===== src/inc/accel_regs_pkg.sv =====
package accel_regs_pkg;
  // register offsets
  localparam logic [7:0] x_sample_low_addr = 8'h06;
  localparam logic [7:0] x_sample_high_addr = 8'h07;
  localparam logic [7:0] y_sample_low_addr = 8'h08;
  localparam logic [7:0] y_sample_high_addr = 8'h09;
  localparam logic [7:0] z_sample_low_addr = 8'h0a;
  localparam logic [7:0] main_control_addr = 8'h1b;
  localparam logic [7:0] sample_rate_control_addr = 8'h21;
  // reset values
  localparam logic [7:0] main_control_rst = 8'h00;
  localparam logic [7:0] sample_rate_control_rst = 8'h02;
  localparam logic [7:0] unmapped_rdata = 8'h00;
  // main control fields
  localparam int operate_enable_bit = 7;
  localparam int resolution_select_bit = 6;
  localparam int range_lsb = 3;
  localparam int range_msb = 4;
  localparam logic [1:0] range_2g = 2'h0;
  localparam logic [1:0] range_8g = 2'h2;
  // rate control field
  localparam int output_sample_rate_lsb = 0;
  localparam int output_sample_rate_msb = 3;
  localparam logic [3:0] rate_50hz = 4'h2;
  localparam logic [3:0] rate_full_power_min = 4'h5;
  localparam logic [3:0] rate_full_power_max = 4'h7;
  // sample width and axis count
  localparam int raw_sample_width = 14;
  localparam int axis_count = 3;
  typedef enum logic [1:0] {
    mode_8bit,
    mode_12bit,
    mode_14bit
  } sample_mode_t;
endpackage


===== src/verilog/accel_config_and_sample_readout.sv =====
// How it works
// - writing zero to main control enters stand-by unless the rate code is in the full-power span; no conversions then run.
// - code 0x40 keeps stand-by below the full-power rates and picks 12-bit resolution at 2g range.
// - 14-bit resolution is given only when the 8g range is selected.
// - rate code two means 50 Hz and is the rate register reset value.
// - rates of 400 Hz or more force operate-enable and resolution select on.
// - setting operate-enable with the config bits starts operating mode and sampling.
// - samples are two's complement, width fixed by resolution at operating entry.
// - 12-bit: bits 11..4 in high byte, bits 3..0 in low upper nibble.
// - 14-bit: bits 13..6 in high byte, bits 5..0 in low bits 7..2.
// - 8-bit: whole sample in high byte, low byte don't-care.
// - X low/high, then Y low/high, then Z low at consecutive offsets.
`timescale 1ns/1ns
`default_nettype none
module accel_config_and_sample_readout
  import accel_regs_pkg::*;
#(
  parameter int sample_width = raw_sample_width
)
(
  input wire logic clk_sys,
  input wire logic rst_b,
  input wire logic [7:0] reg_addr,
  input wire logic reg_wr,
  input wire logic [7:0] reg_wdata,
  input wire logic reg_rd,
  output logic [7:0] reg_rdata_q,
  output logic reg_rvalid_q,
  input wire logic sample_valid,
  input wire logic [sample_width-1:0] x_sample_in,
  input wire logic [sample_width-1:0] y_sample_in,
  input wire logic [sample_width-1:0] z_sample_in,
  output logic operating_q,
  output logic conversion_run_q,
  output logic [1:0] sample_mode_q
);
  if (sample_width != raw_sample_width) begin : g_width_check
    $error("sample_width must equal the 14-bit converter width");
  end
  if (axis_count != 3) begin : g_axis_check
    $error("axis_count must be 3 to match the x, y and z register map");
  end
  if (range_msb != range_lsb + 1) begin : g_range_check
    $error("the range field must be two bits wide");
  end
  if (rate_full_power_min > rate_full_power_max) begin : g_rate_check
    $error("full-power rate codes must form a rising span");
  end
  if (output_sample_rate_msb - output_sample_rate_lsb != 3) begin : g_rate_field_check
    $error("the rate code field must be four bits wide");
  end
  if ((operate_enable_bit > 7) || (resolution_select_bit > 7) || (range_msb > 7)) begin : g_bit_check
    $error("control fields must sit inside the 8-bit main control register");
  end
  if ((x_sample_high_addr != x_sample_low_addr + 8'h01)
      || (y_sample_low_addr != x_sample_low_addr + 8'h02)) begin : g_map_check
    $error("axis sample offsets must be consecutive low and high pairs");
  end

  // stored configuration and derived settings
  logic [7:0] main_control_q;
  logic [7:0] sample_rate_control_q;
  sample_mode_t mode_q;
  sample_mode_t mode_d;
  logic [3:0] rate_code;
  logic force_full_power;
  logic operate_eff;
  logic resolution_eff;
  logic [1:0] range_sel;
  logic [7:0] lo_byte [axis_count];
  logic [7:0] hi_byte [axis_count];
  logic [7:0] lo_q [axis_count];
  logic [7:0] hi_q [axis_count];
  logic [sample_width-1:0] raw_in [axis_count];
  // decoded strobes and read selection
  logic wr_main;
  logic wr_rate;
  logic sample_take;
  logic enter_operating;
  logic [7:0] rdata_d;

  // converter inputs by axis index
  assign raw_in[0] = x_sample_in;
  assign raw_in[1] = y_sample_in;
  assign raw_in[2] = z_sample_in;

  // effective settings
  assign rate_code = sample_rate_control_q[output_sample_rate_msb:output_sample_rate_lsb];

  // rate codes in the full-power span stand for 400 Hz and above
  always_comb begin
    force_full_power = 1'b0;
    if ((rate_code >= rate_full_power_min) && (rate_code <= rate_full_power_max)) begin
      force_full_power = 1'b1;
    end
  end

  assign operate_eff = main_control_q[operate_enable_bit] | force_full_power;
  assign resolution_eff = main_control_q[resolution_select_bit] | force_full_power;
  assign range_sel = main_control_q[range_msb:range_lsb];

  // write strobes and capture enable
  assign wr_main = reg_wr && (reg_addr == main_control_addr);
  assign wr_rate = reg_wr && (reg_addr == sample_rate_control_addr);
  assign sample_take = operating_q && sample_valid;
  assign enter_operating = operate_eff && !operating_q;

  // resolution picked from the effective settings; 14-bit only at 8g
  always_comb begin
    mode_d = mode_8bit;
    if (resolution_eff) begin
      if (range_sel == range_8g) begin
        mode_d = mode_14bit;
      end else begin
        mode_d = mode_12bit;
      end
    end
  end

  // main control register, stored as written
  always_ff @(posedge clk_sys) begin
    if (!rst_b) begin
      main_control_q <= main_control_rst;
    end else if (wr_main) begin
      main_control_q <= reg_wdata;
    end
  end

  // rate control register
  always_ff @(posedge clk_sys) begin
    if (!rst_b) begin
      sample_rate_control_q <= sample_rate_control_rst;
    end else if (wr_rate) begin
      sample_rate_control_q <= reg_wdata;
    end
  end

  // operating state follows the effective operate-enable
  always_ff @(posedge clk_sys) begin
    if (!rst_b) begin
      operating_q <= 1'b0;
    end else begin
      operating_q <= operate_eff;
    end
  end

  // resolution frozen on entry so a late write cannot reshape samples
  always_ff @(posedge clk_sys) begin
    if (!rst_b) begin
      mode_q <= mode_8bit;
    end else if (enter_operating) begin
      mode_q <= mode_d;
    end
  end

  // one pulse per accepted sample
  always_ff @(posedge clk_sys) begin
    if (!rst_b) begin
      conversion_run_q <= 1'b0;
    end else begin
      conversion_run_q <= sample_take;
    end
  end

  // mode reported straight from its register
  assign sample_mode_q = mode_q;

  // per-axis formatting and holding
  for (genvar a = 0; a < axis_count; a++) begin : g_axis
    axis_byte_packer u_packer (
      .mode(mode_q),
      .raw_sample(raw_in[a]),
      .low_byte(lo_byte[a]),
      .high_byte(hi_byte[a])
    );
    // low byte of this axis
    always_ff @(posedge clk_sys) begin
      if (!rst_b) begin
        lo_q[a] <= 8'h00;
      end else if (sample_take) begin
        lo_q[a] <= lo_byte[a];
      end
    end
    // high byte of this axis
    always_ff @(posedge clk_sys) begin
      if (!rst_b) begin
        hi_q[a] <= 8'h00;
      end else if (sample_take) begin
        hi_q[a] <= hi_byte[a];
      end
    end
  end

  // read data selection; sample offsets form low then high pairs for X and Y, then Z low only
  always_comb begin
    rdata_d = unmapped_rdata;
    case (reg_addr)
      x_sample_low_addr: rdata_d = lo_q[0];
      x_sample_high_addr: rdata_d = hi_q[0];
      y_sample_low_addr: rdata_d = lo_q[1];
      y_sample_high_addr: rdata_d = hi_q[1];
      z_sample_low_addr: rdata_d = lo_q[2];
      main_control_addr: rdata_d = main_control_q;
      sample_rate_control_addr: rdata_d = sample_rate_control_q;
      default: rdata_d = unmapped_rdata;
    endcase
  end

  // read data holds until the next read strobe
  always_ff @(posedge clk_sys) begin
    if (!rst_b) begin
      reg_rdata_q <= unmapped_rdata;
    end else if (reg_rd) begin
      reg_rdata_q <= rdata_d;
    end
  end

  // read answer valid one cycle after the strobe
  always_ff @(posedge clk_sys) begin
    if (!rst_b) begin
      reg_rvalid_q <= 1'b0;
    end else begin
      reg_rvalid_q <= reg_rd;
    end
  end
endmodule
`default_nettype wire


===== src/verilog/axis_byte_packer.sv =====
`timescale 1ns/1ns
`default_nettype none
module axis_byte_packer
  import accel_regs_pkg::*;
(
  input wire sample_mode_t mode,
  input wire logic [raw_sample_width-1:0] raw_sample,
  output logic [7:0] low_byte,
  output logic [7:0] high_byte
);
  // dropping the low bits keeps the two's complement sign
  always_comb begin
    case (mode)
      mode_14bit: begin
        high_byte = raw_sample[13:6];
        low_byte = {raw_sample[5:0], 2'h0};
      end
      mode_12bit: begin
        high_byte = raw_sample[13:6];
        low_byte = {raw_sample[5:2], 4'h0};
      end
      default: begin
        high_byte = raw_sample[13:6];
        low_byte = 8'h00;
      end
    endcase
  end
endmodule
`default_nettype wire


===== config.mk =====
export PLATFORM = sky130hd
export DESIGN_NAME = accel_config_and_sample_readout
export DESIGN_NICKNAME = d
export VERILOG_FILES = /design/src/inc/accel_regs_pkg.sv /design/src/verilog/accel_config_and_sample_readout.sv /design/src/verilog/axis_byte_packer.sv
export SDC_FILE = /design/constraint.sdc
export NUM_CORES = 1
export LEC_CHECK = 0
export BUFFER_PORTS_ARGS = -buffer_cell sky130_fd_sc_hd__buf_2
export CORE_MARGIN = 1.5
export CORE_UTILIZATION = 25
export DETAILED_ROUTE_END_ITERATION = 10
export GPL_TIMING_DRIVEN = 1
export PLACE_DENSITY = 0.51
export SKIP_CTS_REPAIR_TIMING = 1
export SLEW_MARGIN = 10
export SYNTH_ARGS = -nofsm -noshare
export SYNTH_HDL_FRONTEND = slang
export SYNTH_SLANG_ARGS = --single-unit

===== constraint.sdc =====
create_clock -name clk_sys -period 2.2 [get_ports clk_sys]
set_input_delay 0.33 -clock clk_sys [delete_from_list [all_inputs] [get_ports clk_sys]]
set_output_delay 0.33 -clock clk_sys [all_outputs]
set_load 0.1 [all_outputs]

# Yosys cells after proc, flatten, opt, wreduce, memory -nomap -nowiden

Memories as Yosys holds them, arrays and structs flattened.
Cells that the tools add are included.

Output and inout port bits: 13
Bits in registers: 29
Bits of input ports: 63
Word-level logic and storage cells: 52
Bits in writable memories: 48
Memories kept: 2

Memory list:

| name | depth | bits a word | read ports | clocked after Yosys merged registers in | wr ports | RTL line                              | text |
|---|---|---|---|---|---|---|---|
| hi_q | 3     | 8           | 2          | 0                                       | 3        | accel_config_and_sample_readout.sv:73 | `logic [7:0] hi_q [axis_count];` |
| lo_q | 3     | 8           | 3          | 0                                       | 3        | accel_config_and_sample_readout.sv:72 | `logic [7:0] lo_q [axis_count];` |

Muxes and demuxes: 17
$lt $le $gt $ge: 2
Bitwise operators: 8
Equal/unequal tests: 10
Reductions and logical operators: 6

Operators by type and width:

| kind                                                | number |
|---|---|
| one-hot mux 8 bit (7 select lines)                  | 1 |
| two-way mux 8 bit                                   | 6 |
| one-hot mux 8 bit (2 select lines)                  | 3 |
| equality test 8 x 4 -> 1 bit, second input constant | 3 |
| equality test 8 x 3 -> 1 bit, second input constant | 2 |
| equality test 8 x 5 -> 1 bit, second input constant | 1 |
| equality test 8 x 6 -> 1 bit, second input constant | 1 |
| bitwise OR 1 bit                                    | 8 |
| logical AND 1 bit                                   | 5 |
| two-way mux 1 bit                                   | 5 |
| equality test 2 bit, second input constant          | 2 |
| >= comparator 4 x 3 -> 1 bit, second input constant | 1 |
| <= comparator 4 x 3 -> 1 bit, second input constant | 1 |
| two-way mux 2 bit                                   | 2 |
| equality test 2 x 1 -> 1 bit, second input constant | 1 |
| zero test 1 bit                                     | 1 |

# Longest topological paths before layout

Gate-level depths: netlist of run 1.

Depth in word-level cells: 5
Gate-level depth with buffers: 7
Depth with buffers taken out: 5

# Hierarchy

A second synthesis of run 1 with hierarchy kept.

Cells, all modules: 355
Area, all modules: 3,642.2 µm²

By module, submodules not included:

| module                          | times used | cells an instance | seq. area each (µm²) | area each (µm²) |
|---|---|---|---|---|
| accel_config_and_sample_readout | 1          | 289               | 1,781.7              | 3,146.8 |
| axis_byte_packer                | 3          | 22                | 0.0                  | 165.2 |

# Worst setup path after synthesis of run 1

Ideal clock, no wire load.

Path type: register to register
Start: register operating_q
End: memory hi_q[0][0] (enable)
Slack: -0.147 ns
Path buffers: 0
Library setup time: 0.392 ns
Cell stages (with the launch flop): 3
Arrival time: 1.955 ns
Clock period less this slack: 2.347 ns
Required time: 1.808 ns
Cell sequence: dfxtp_1 -> nand2_1 -> nand2_1

RTL lines:

| item                     | RTL line                               | text |
|---|---|---|
| start: declaration       | accel_config_and_sample_readout.sv:33  | `output logic operating_q,` |
| start signal: assignment | accel_config_and_sample_readout.sv:143 | `operating_q <= operate_eff;` |
| end: declaration         | accel_config_and_sample_readout.sv:73  |  |

# Final worst setup path of run 1

Start: input reg_addr[2]
End: register reg_rdata_q[7]

Word-level cells in the longest chain between the ends: 2
Elaborated cells between the ends (all ways): 8
Classes of those cells: eq/ne (7); mux (1)

Ends and longest elaborated chain:

| item                                                 | RTL line                               | text |
|---|---|---|
| start: declaration                                   | accel_config_and_sample_readout.sv:23  | `input wire logic [7:0] reg_addr,` |
| equality test 8 x 6 -> 1 bit (tied with other cells) | accel_config_and_sample_readout.sv:197 | `case (reg_addr)` |
| one-hot mux 8 bit (7 select lines) (*)               | accel_config_and_sample_readout.sv:197 |  |
| end signal: assignment                               | accel_config_and_sample_readout.sv:212 | `reg_rdata_q <= unmapped_rdata;` |
| end signal: assignment                               | accel_config_and_sample_readout.sv:214 | `reg_rdata_q <= rdata_d;` |
| end: declaration                                     | accel_config_and_sample_readout.sv:27  | `output logic [7:0] reg_rdata_q,` |

Mark *: on every way between the ends. The rest lies on a longest branch, timed or not.
A chain may end at the register's enable or synchronous reset.

==> metrics.md, run 1 <==
| Metric | Value |
|---|---|
| Outcome | finished, final reports clean |
| Simple-Gate Fraction of Synth Area | 22.3% |
| Initial drt markers | 123 |
| Most common cell in the netlist | nand2_1 |
| Final critical-path share of the clock period | 75.5% |
| Clock Skew | 8.03 ps |
| WL/cell | 15.2 um |
| Max_cap viols | 0 |
| Layout cells sized above 1 | 29.7% |
| Die Footprint | 11900 um2 |
| Crit-path slowest cell | or4_4 |
| Clock tree sinks | 63 |
| Row count | 38 |
| Initial antenna violation count | 0 |
| Psw | 561 uW |
| Netlist cell types | 44 |
| Largest family of logic cells by synthesized area | simple AND/OR/NAND/NOR gates |
| Setup TNS | 0 ps |
| Input/output buffers | 67 |
| Sequential share of the synthesized area | 57.0% |
| Gr ovfl total | 0 |
| Multiplexer area fraction after synthesis | 2.14% |
| Critical Path AT | 1940 ps |
| Max Clock Freq | 602 MHz |
| Post-Syn Nets | 329 |
| Initial core utilization | 25.8% |
| Slowest cell delay on critical path | 580 ps |
| Clk_lat worst skew | 340 ps |
| Routed via count | 2234 |
| Nets | 404 |
| Hold Crit Class | primary input to register |
| Yosys top cell area share | 36.3% |
| CORE AREA | 10900 um2 |
| Static Leak | 0.00137 uW |
| Crit path cell chain | buf_2, or4_4, or3_1, o2bb2ai_1, a211oi_1, o21ai_1 |
| Crit start category | primary input |
| Vias in the first global route | 2129 |
| Headroom to the max-slew limit | 55.3% |
| Synth Flop Type | edfxtp_1 |
| Asr flop ratio synth | 0% |
| Synth area leaders | edfxtp_1 (36%), dfxtp_1 (21%), and2_1 (6.7%) |
| RD Place Congestion | 0.818 |
| Vias per inst | 4.62 |
| Clock root buffer master | clkbuf_8 |
| Final core occ | 32.6% |
| Mean post-synth cell area | 10.6 um2 |
| Largest net degree at the start of global routing | 35 |
| Synth area leader | edfxtp_1 |
| TritonCTS buffer count | 9 |
| Antenna Diode Count | 0 |
| Post-Synthesis Cells | 264 |
| Clk pin slew, worst setup/hold paths | 70 ps |
| Register area | 1600 um2 |
| Yosys warnings | 0 |
| VDD IR-drop max | 0.275 mV |
| Mapped cell area | 2810 um2 |
| R2R cell count | 5 |
| Layout area overhead | 26.3% |
| Sw frac | 22.3% |
| Die width | 109 um |
| H-tree level count | 3 |
| Crit Reg-Reg Startpoint | sample_mode_q[1] |
| Post-synth EDFFs | 34 |
| Int Pwr | 1950 uW |
| Drt pass-1 iters | 5 |
| Pwr/cell area | 707 nW/um2 |
| Reg2reg end | lo_q[0][5] |
| Beginning of the critical path | reg_addr[2] |
| Clock Tree Buf Depth | 2 |
| Tmin final | 1660 ps |
| Worst-path maximum fanout | 7 |
| Dpl hpwl | 5520 um |
| Fin. Hold Viols | 0 |
| Gr usage total | 13.1% |
| Critical path capture point | reg_rdata_q[7] |
| Final WL | 7370 um |
| Reg power frac | 50.4% |
| Post-synthesis register bit count | 63 |
| Setup violations, final | 0 |
| Synth Area in Compound Gates | 15.0% |
| Comb pwr share | 5.7% |
| Synth Area in Adders | 0.890% |
| Die Span Y | 109 um |
| Clock power frac | 43.8% |
| Xor and xnor area share after synthesis | 0% |
| Synth cell count leaders | nand2_1 (36), edfxtp_1 (34), and2_1 (30), dfxtp_1 (29), a21oi_1 (21) |
| Worst-Margin Slew | 663 ps |
| Crit Path Class | primary input to register |
| Fillers | 1099 |
| Crit path required time | 2480 ps |
| Fin. max-slew vios | 0 |
| First-pass GRT wire length | 11200 um |
| Crit. End Element | register |
| RSZ-0062 raised after global routing | no |
| Top Ports | 76 |
| CTS tree | done |
| Multi-input logic area | 1130 um2 |
| ANT nets after route | 0 |
| DRC Markers | 0 |
| Worst reg2reg setup slack | 590 ps |
==> how the worst min path moves through the flow <==
stage | start | to | slack (ps) | cells after the start
4_1_cts | rst_b | sample_rate_control_q[1] | 200 | 2
5_1_grt | rst_b | sample_rate_control_q[1] | 210 | 2
6_report | rst_b | sample_rate_control_q[1] | 220 | 2
2_1_floorplan | rst_b | sample_rate_control_q[1] | 400 | 1
3_5_place_dp | sample_rate_control_q[5] | sample_rate_control_q[5] | 460 | 2
3_3_place_gp | sample_rate_control_q[5] | sample_rate_control_q[5] | 450 | 2
==> per-layer routing <==
metal / GRT usage [%] / vias up / share of wire [%] / routed length [um]
met5: 0 / - / 0 / 0
met4: 6.20 / 0 / 1.8 / 133
met3: 3.83 / 8 / 5.4 / 396
met2: 20.2 / 74 / 47 / 3430
met1: 16.6 / 1044 / 46 / 3410
li1: - / 1108 / - / -
==> cell usage in the layout (no fill, tap or decap), types with 2 or more instances in the layout <==
master / synthesis / routed
buf_2: 2 / 67
nand2_1: 36 / 35
edfxtp_1: 34 / 34
and2_1: 30 / 30
dfxtp_1: 29 / 28
a21oi_1: 21 / 21
nor2_1: 12 / 12
nand3_1: 11 / 11
o2bb2ai_1: 10 / 10
clkbuf_8: 0 / 9
buf_4: 2 / 9
inv_1: 6 / 6
and3_1: 6 / 6
a22oi_1: 6 / 6
mux2i_1: 6 / 6
a211oi_1: 6 / 6
o21ai_1: 4 / 4
o21ai_0: 4 / 4
nor2b_1: 3 / 3
nand2_2: 1 / 2
a31oi_1: 2 / 2
nand2b_1: 2 / 2
a221oi_1: 2 / 2
ha_1: 2 / 2
bufinv_16: 0 / 2
==> registers in the layout, summed over array words and instances (netlist names) <==
| signal | cells |
|---|---|
| conversion_run_q | 1 |
| main_control_q | 8 |
| sample_rate_control_q | 8 |
| hi_q | 16 |
| reg_rdata_q | 8 |
| operating_q | 1 |
| reg_rvalid_q | 1 |
| lo_q | 18 |
| sample_mode_q | 2 |
==> power by group through the flow <==
stage / Clock [uW] / Combinational, uW / Sequential (uW)
final: 1100 / 144 / 1270
after global routing: 1170 / 157 / 1270
after detailed placement: 0 / 146 / 1290
after floorplan: 0 / 53.0 / 1300
after CTS: 1120 / 146 / 1270
after global placement: 0 / 144 / 1290
==> area by class of cell <==
class | instances | area share (%)
Clock buffer | 10 | 3.59
Clock inverter | 6 | 2.40
Inverter | 6 | 0.634
Multi-Input combinational cell | 183 | 32.0
Sequential cell | 63 | 45.1
Tap cell | 140 | 4.93
Timing Repair Buffer | 76 | 11.3
==> stage by stage <==
step | area [um2] | instances | setup slack, ps | power, uW | hold WS [ps]
after global routing | 3550 | 484 | 438 | 2590 | 207
final | 3550 | 484 | 539 | 2510 | 219
after floorplan | 2820 | 264 | 30.8 | 1360 | 402
after global placement | 3340 | 468 | 210 | 1440 | 449
after detailed placement | 3340 | 468 | 182 | 1440 | 457
after CTS | 3550 | 484 | 498 | 2530 | 198
==> cell families after synthesis <==
family          count (synthesis)
compound gates                 61
fa+ha+maj                       2
buf+inv                        18
flops                          63
mux                             6
simple gates                  114
==> worst max-delay path: cells and delay by family <==
family,cells,cell delay [ps]
and+or+nand+nor,2,1080
AOI/OAI and AO/OA,3,380
buffers and inverters,1,140
Power figures use the tool's default switching activity.
==> inputs of run 2 (changes only) <==
Settings changed: ABC_AREA from default to 1, PLACE_DENSITY 0.51 to 0.52.
Clock period 2.2 ns to 1.35 ns, I/O delays scaled along.
==> metrics.md, run 2 <==
| Metric | Value |
|---|---|
| Fillers | 1277 (+16%) |
| RSZ-0062 raised after global routing | no |
| Gr usage total | 13.2% (+0.15 points) |
| H-tree level count | 3 (unchanged) |
| TritonCTS buffer count | 9 (unchanged) |
| Dpl hpwl | 6100 um (+11%) |
| Post-synth EDFFs | 34 (unchanged) |
| Post-Syn Nets | 434 (+32%) |
| Sequential share of the synthesized area | 52.0% (-5.0 points) |
| Post-Layout Cell Count | 606 (+25%) |
| First-pass GRT wire length | 12800 um (+14%) |
| Psw | 1010 uW (+80%) |
| Slowest cell delay on critical path | 440 ps (-140 ps) |
| Register area | 1610 um2 (+0.62%) |
| Place WS | -8.69 ps (-191 ps) |
| Tmin final | 1320 ps |
| Mapped cell area | 3080 um2 (+9.6%) |
| Reg power frac | 42.8% (-7.6 points) |
| Headroom to the max-slew limit | 67.2% (+12 points) |
| Worst Slack Setup Final | 33.8 ps (-505 ps) |
| Synth Area in Compound Gates | 8.89% (-6.1 points) |
| Int Pwr | 3810 uW (+96%) |
| Hold Crit Class | primary input to register |
| Synth cell count leaders | nand2_1 (70), nor2_1 (57), inv_1 (49), nand3_1 (46), edfxtp_1 (34) |
| Routed via count | 2609 (+17%) |
| Tot Pwr | 4820 uW (+92%) |
| Most common cell in the netlist | nand2_1 |
| Post-Synthesis Cells | 369 (+40%) |
| Final WL | 7900 um (+7.2%) |
| Commonest non-fill, non-tap cells in the layout | nand2_1 (70), buf_2 (65), nor2_1 (57), inv_1 (47), nand3_1 (46) |
| VDD IR-drop max | 0.501 mV (+82%) |
| Synth Flop Type | edfxtp_1 |
| Drt pass-1 iters | 4 (-1) |
| Commonest non-fill, non-tap cell in the layout | nand2_1 |
| Layout area overhead | 32.4% |
| Comb pwr share | 6.1% (+0.4 points) |
| Vias in the first global route | 2608 (+22%) |
| Antenna Diode Count | 0 (unchanged) |
| RD Place Congestion | 0.845 (+3.4%) |
| Layout cells sized above 1 | 30.5% (+0.85 points) |
| Yosys top cell area share | 33.1% (-3.2 points) |
| Initial antenna violation count | 0 (unchanged) |
| Cell family with most CP delay | buffers and inverters |
| Die Span Y | 114 um (+4.6%) |
| Critical Path AT | 1110 ps (-830 ps) |
| Clock root buffer master | clkbuf_16 |
| Initial core utilization | 25.7% (-0.17 points) |
| Largest net degree at the start of global routing | 35 (unchanged) |
| Post-synthesis register bit count | 63 (unchanged) |
| Fin. Hold Viols | 0 (unchanged) |
| Design Area, Final | 4080 um2 (+15%) |
| Pwr/cell area | 1180 nW/um2 (+67%) |
| Static Leak | 0.00174 uW (+27%) |
| Nets | 519 (+28%) |
| Synth Area in Adders | 0.812% (-0.078 points) |
| Crit. End Element | output pin |
| Initial drt markers | 147 (+20%) |
| Crit path cell chain | buf_2 |
| Placement Cell Area | 3750 um2 (+12%) |
| Worst-path maximum fanout | 2 (-5) |
| Clock Skew | 5.87 ps (-2.16 ps) |
| Mean post-synth cell area | 8.35 um2 (-22%) |
| Yosys warnings | 0 (unchanged) |
| Crit start category | register |
| Final critical-path share of the clock period | 97.5% |
| Setup violations, final | 0 (unchanged) |
| Clk_lat worst skew | 330 ps (about the same) |
| Largest family of logic cells by synthesized area | simple AND/OR/NAND/NOR gates |
| Crit-path slowest cell | buf_2 |
| Multi-input logic area | 1230 um2 (+8.6%) |
| Largest register FFs | 18 (unchanged) |
| Worst-Margin Slew | 495 ps (-167 ps) |
| CTS tree | done |
| Multiplexer area fraction after synthesis | 0% (-2.1 points) |
| Outcome | finished, final reports clean |
| Top Ports | 76 (unchanged) |
| Die Footprint | 13000 um2 (+9.3%) |
| ANT nets after route | 0 (unchanged) |
| Max_cap viols | 0 (unchanged) |
| Vias per inst | 4.31 (-6.7%) |
| Synth area leaders | edfxtp_1 (33%), dfxtp_1 (19%), nand2_1 (8.5%) |
| Asr flop ratio synth | 0% (unchanged) |
| Synth area leader | edfxtp_1 |
| CORE AREA | 12000 um2 (+10%) |
| Netlist cell types | 28 (-36%) |
| Row count | 40 (+5.3%) |
| Biggest register | lo_q |
| Input/output buffers | 67 (unchanged) |
| Worst reg2reg setup slack | 120 ps (-470 ps) |
| Gr ovfl total | 0 (unchanged) |
| Clock tree sinks | 63 (unchanged) |
| Clock power frac | 51.1% (+7.3 points) |
| Simple-Gate Fraction of Synth Area | 29.1% (+6.8 points) |
| Crit path required time | 1150 ps (-1330 ps) |
| Biggest regs | lo_q x18, hi_q x16 |
| Inst Count DP | 590 (+26%) |
| DRC Markers | 0 (unchanged) |
| Fin. max-slew vios | 0 (unchanged) |
| Max Clock Freq | 760 MHz |
| Xor and xnor area share after synthesis | 0% (unchanged) |
| Crit Path Class | register to output pin |
| Clock Tree Buf Depth | 2 (unchanged) |
| Buffers & Inverters on Critical Path | 1 (unchanged) |
| Die width | 114 um (+4.6%) |
| Clk pin slew, worst setup/hold paths | 50 ps (-20 ps) |
| WL/cell | 13.0 um (-14%) |
| Sw frac | 20.9% (-1.4 points) |
run 2: through the flow:
step,hold WS [ps],setup TNS [ps],util (%)
detailed placement,448,-19.5,31.3
CTS,153,0,33.9
global placement,444,-3.41,31.3
floorplan,360,-10610,-
global route,171,0,34.0
finish,158,0,34.0
run 2: final cells by class:
cell class,instances,area share (%)
inverter,53,4.94
tap,147,4.51
multi-input combinational,240,30.2
timing repair buffer,87,12.9
clock buffer,10,5.86
sequential,63,39.5
clock inverter,6,2.05
run 2: per-layer routing:
| layer | routed length, um | vias up | track usage [%] | part of all wire (%) |
|---|---|---|---|---|
| met5 | 0 | - | 0 | 0 |
| met4 | 92 | 0 | 4.00 | 1.2 |
| met3 | 464 | 8 | 4.84 | 5.9 |
| met2 | 3540 | 71 | 20.6 | 45 |
| met1 | 3800 | 1166 | 17.1 | 48 |
| li1 | - | 1364 | - | - |
run 2: path summary, 6_finish.rpt:
kind | cells after the start | startpoint | endpoint
worst max-delay path | 1 | reg_rdata_q[3] | reg_rdata_q[3]
worst min-delay path | 3 | reg_wdata[6] | main_control_q[6]
worst max register to register | 4 | sample_mode_q[1] | lo_q[2][7]
worst min register to register | 2 | main_control_q[5] | main_control_q[5]
run 2: kinds of logic (layout without fill, tap and decap cells):
group / count (synthesis) / in the layout
buf+inv: 66 / 156
compound gates: 46 / 46
simple gates: 192 / 192
flops: 63 / 63
fa+ha+maj: 2 / 2
run 2: power by group through the flow:
stage	Sequential, uW	Clock [uW]	Combinational (uW)
2_1_floorplan	2120	0	131
3_3_place_gp	2100	0	292
3_5_place_dp	2100	0	295
4_1_cts	2060	2520	298
5_1_grt	2070	2620	326
6_report	2060	2460	294
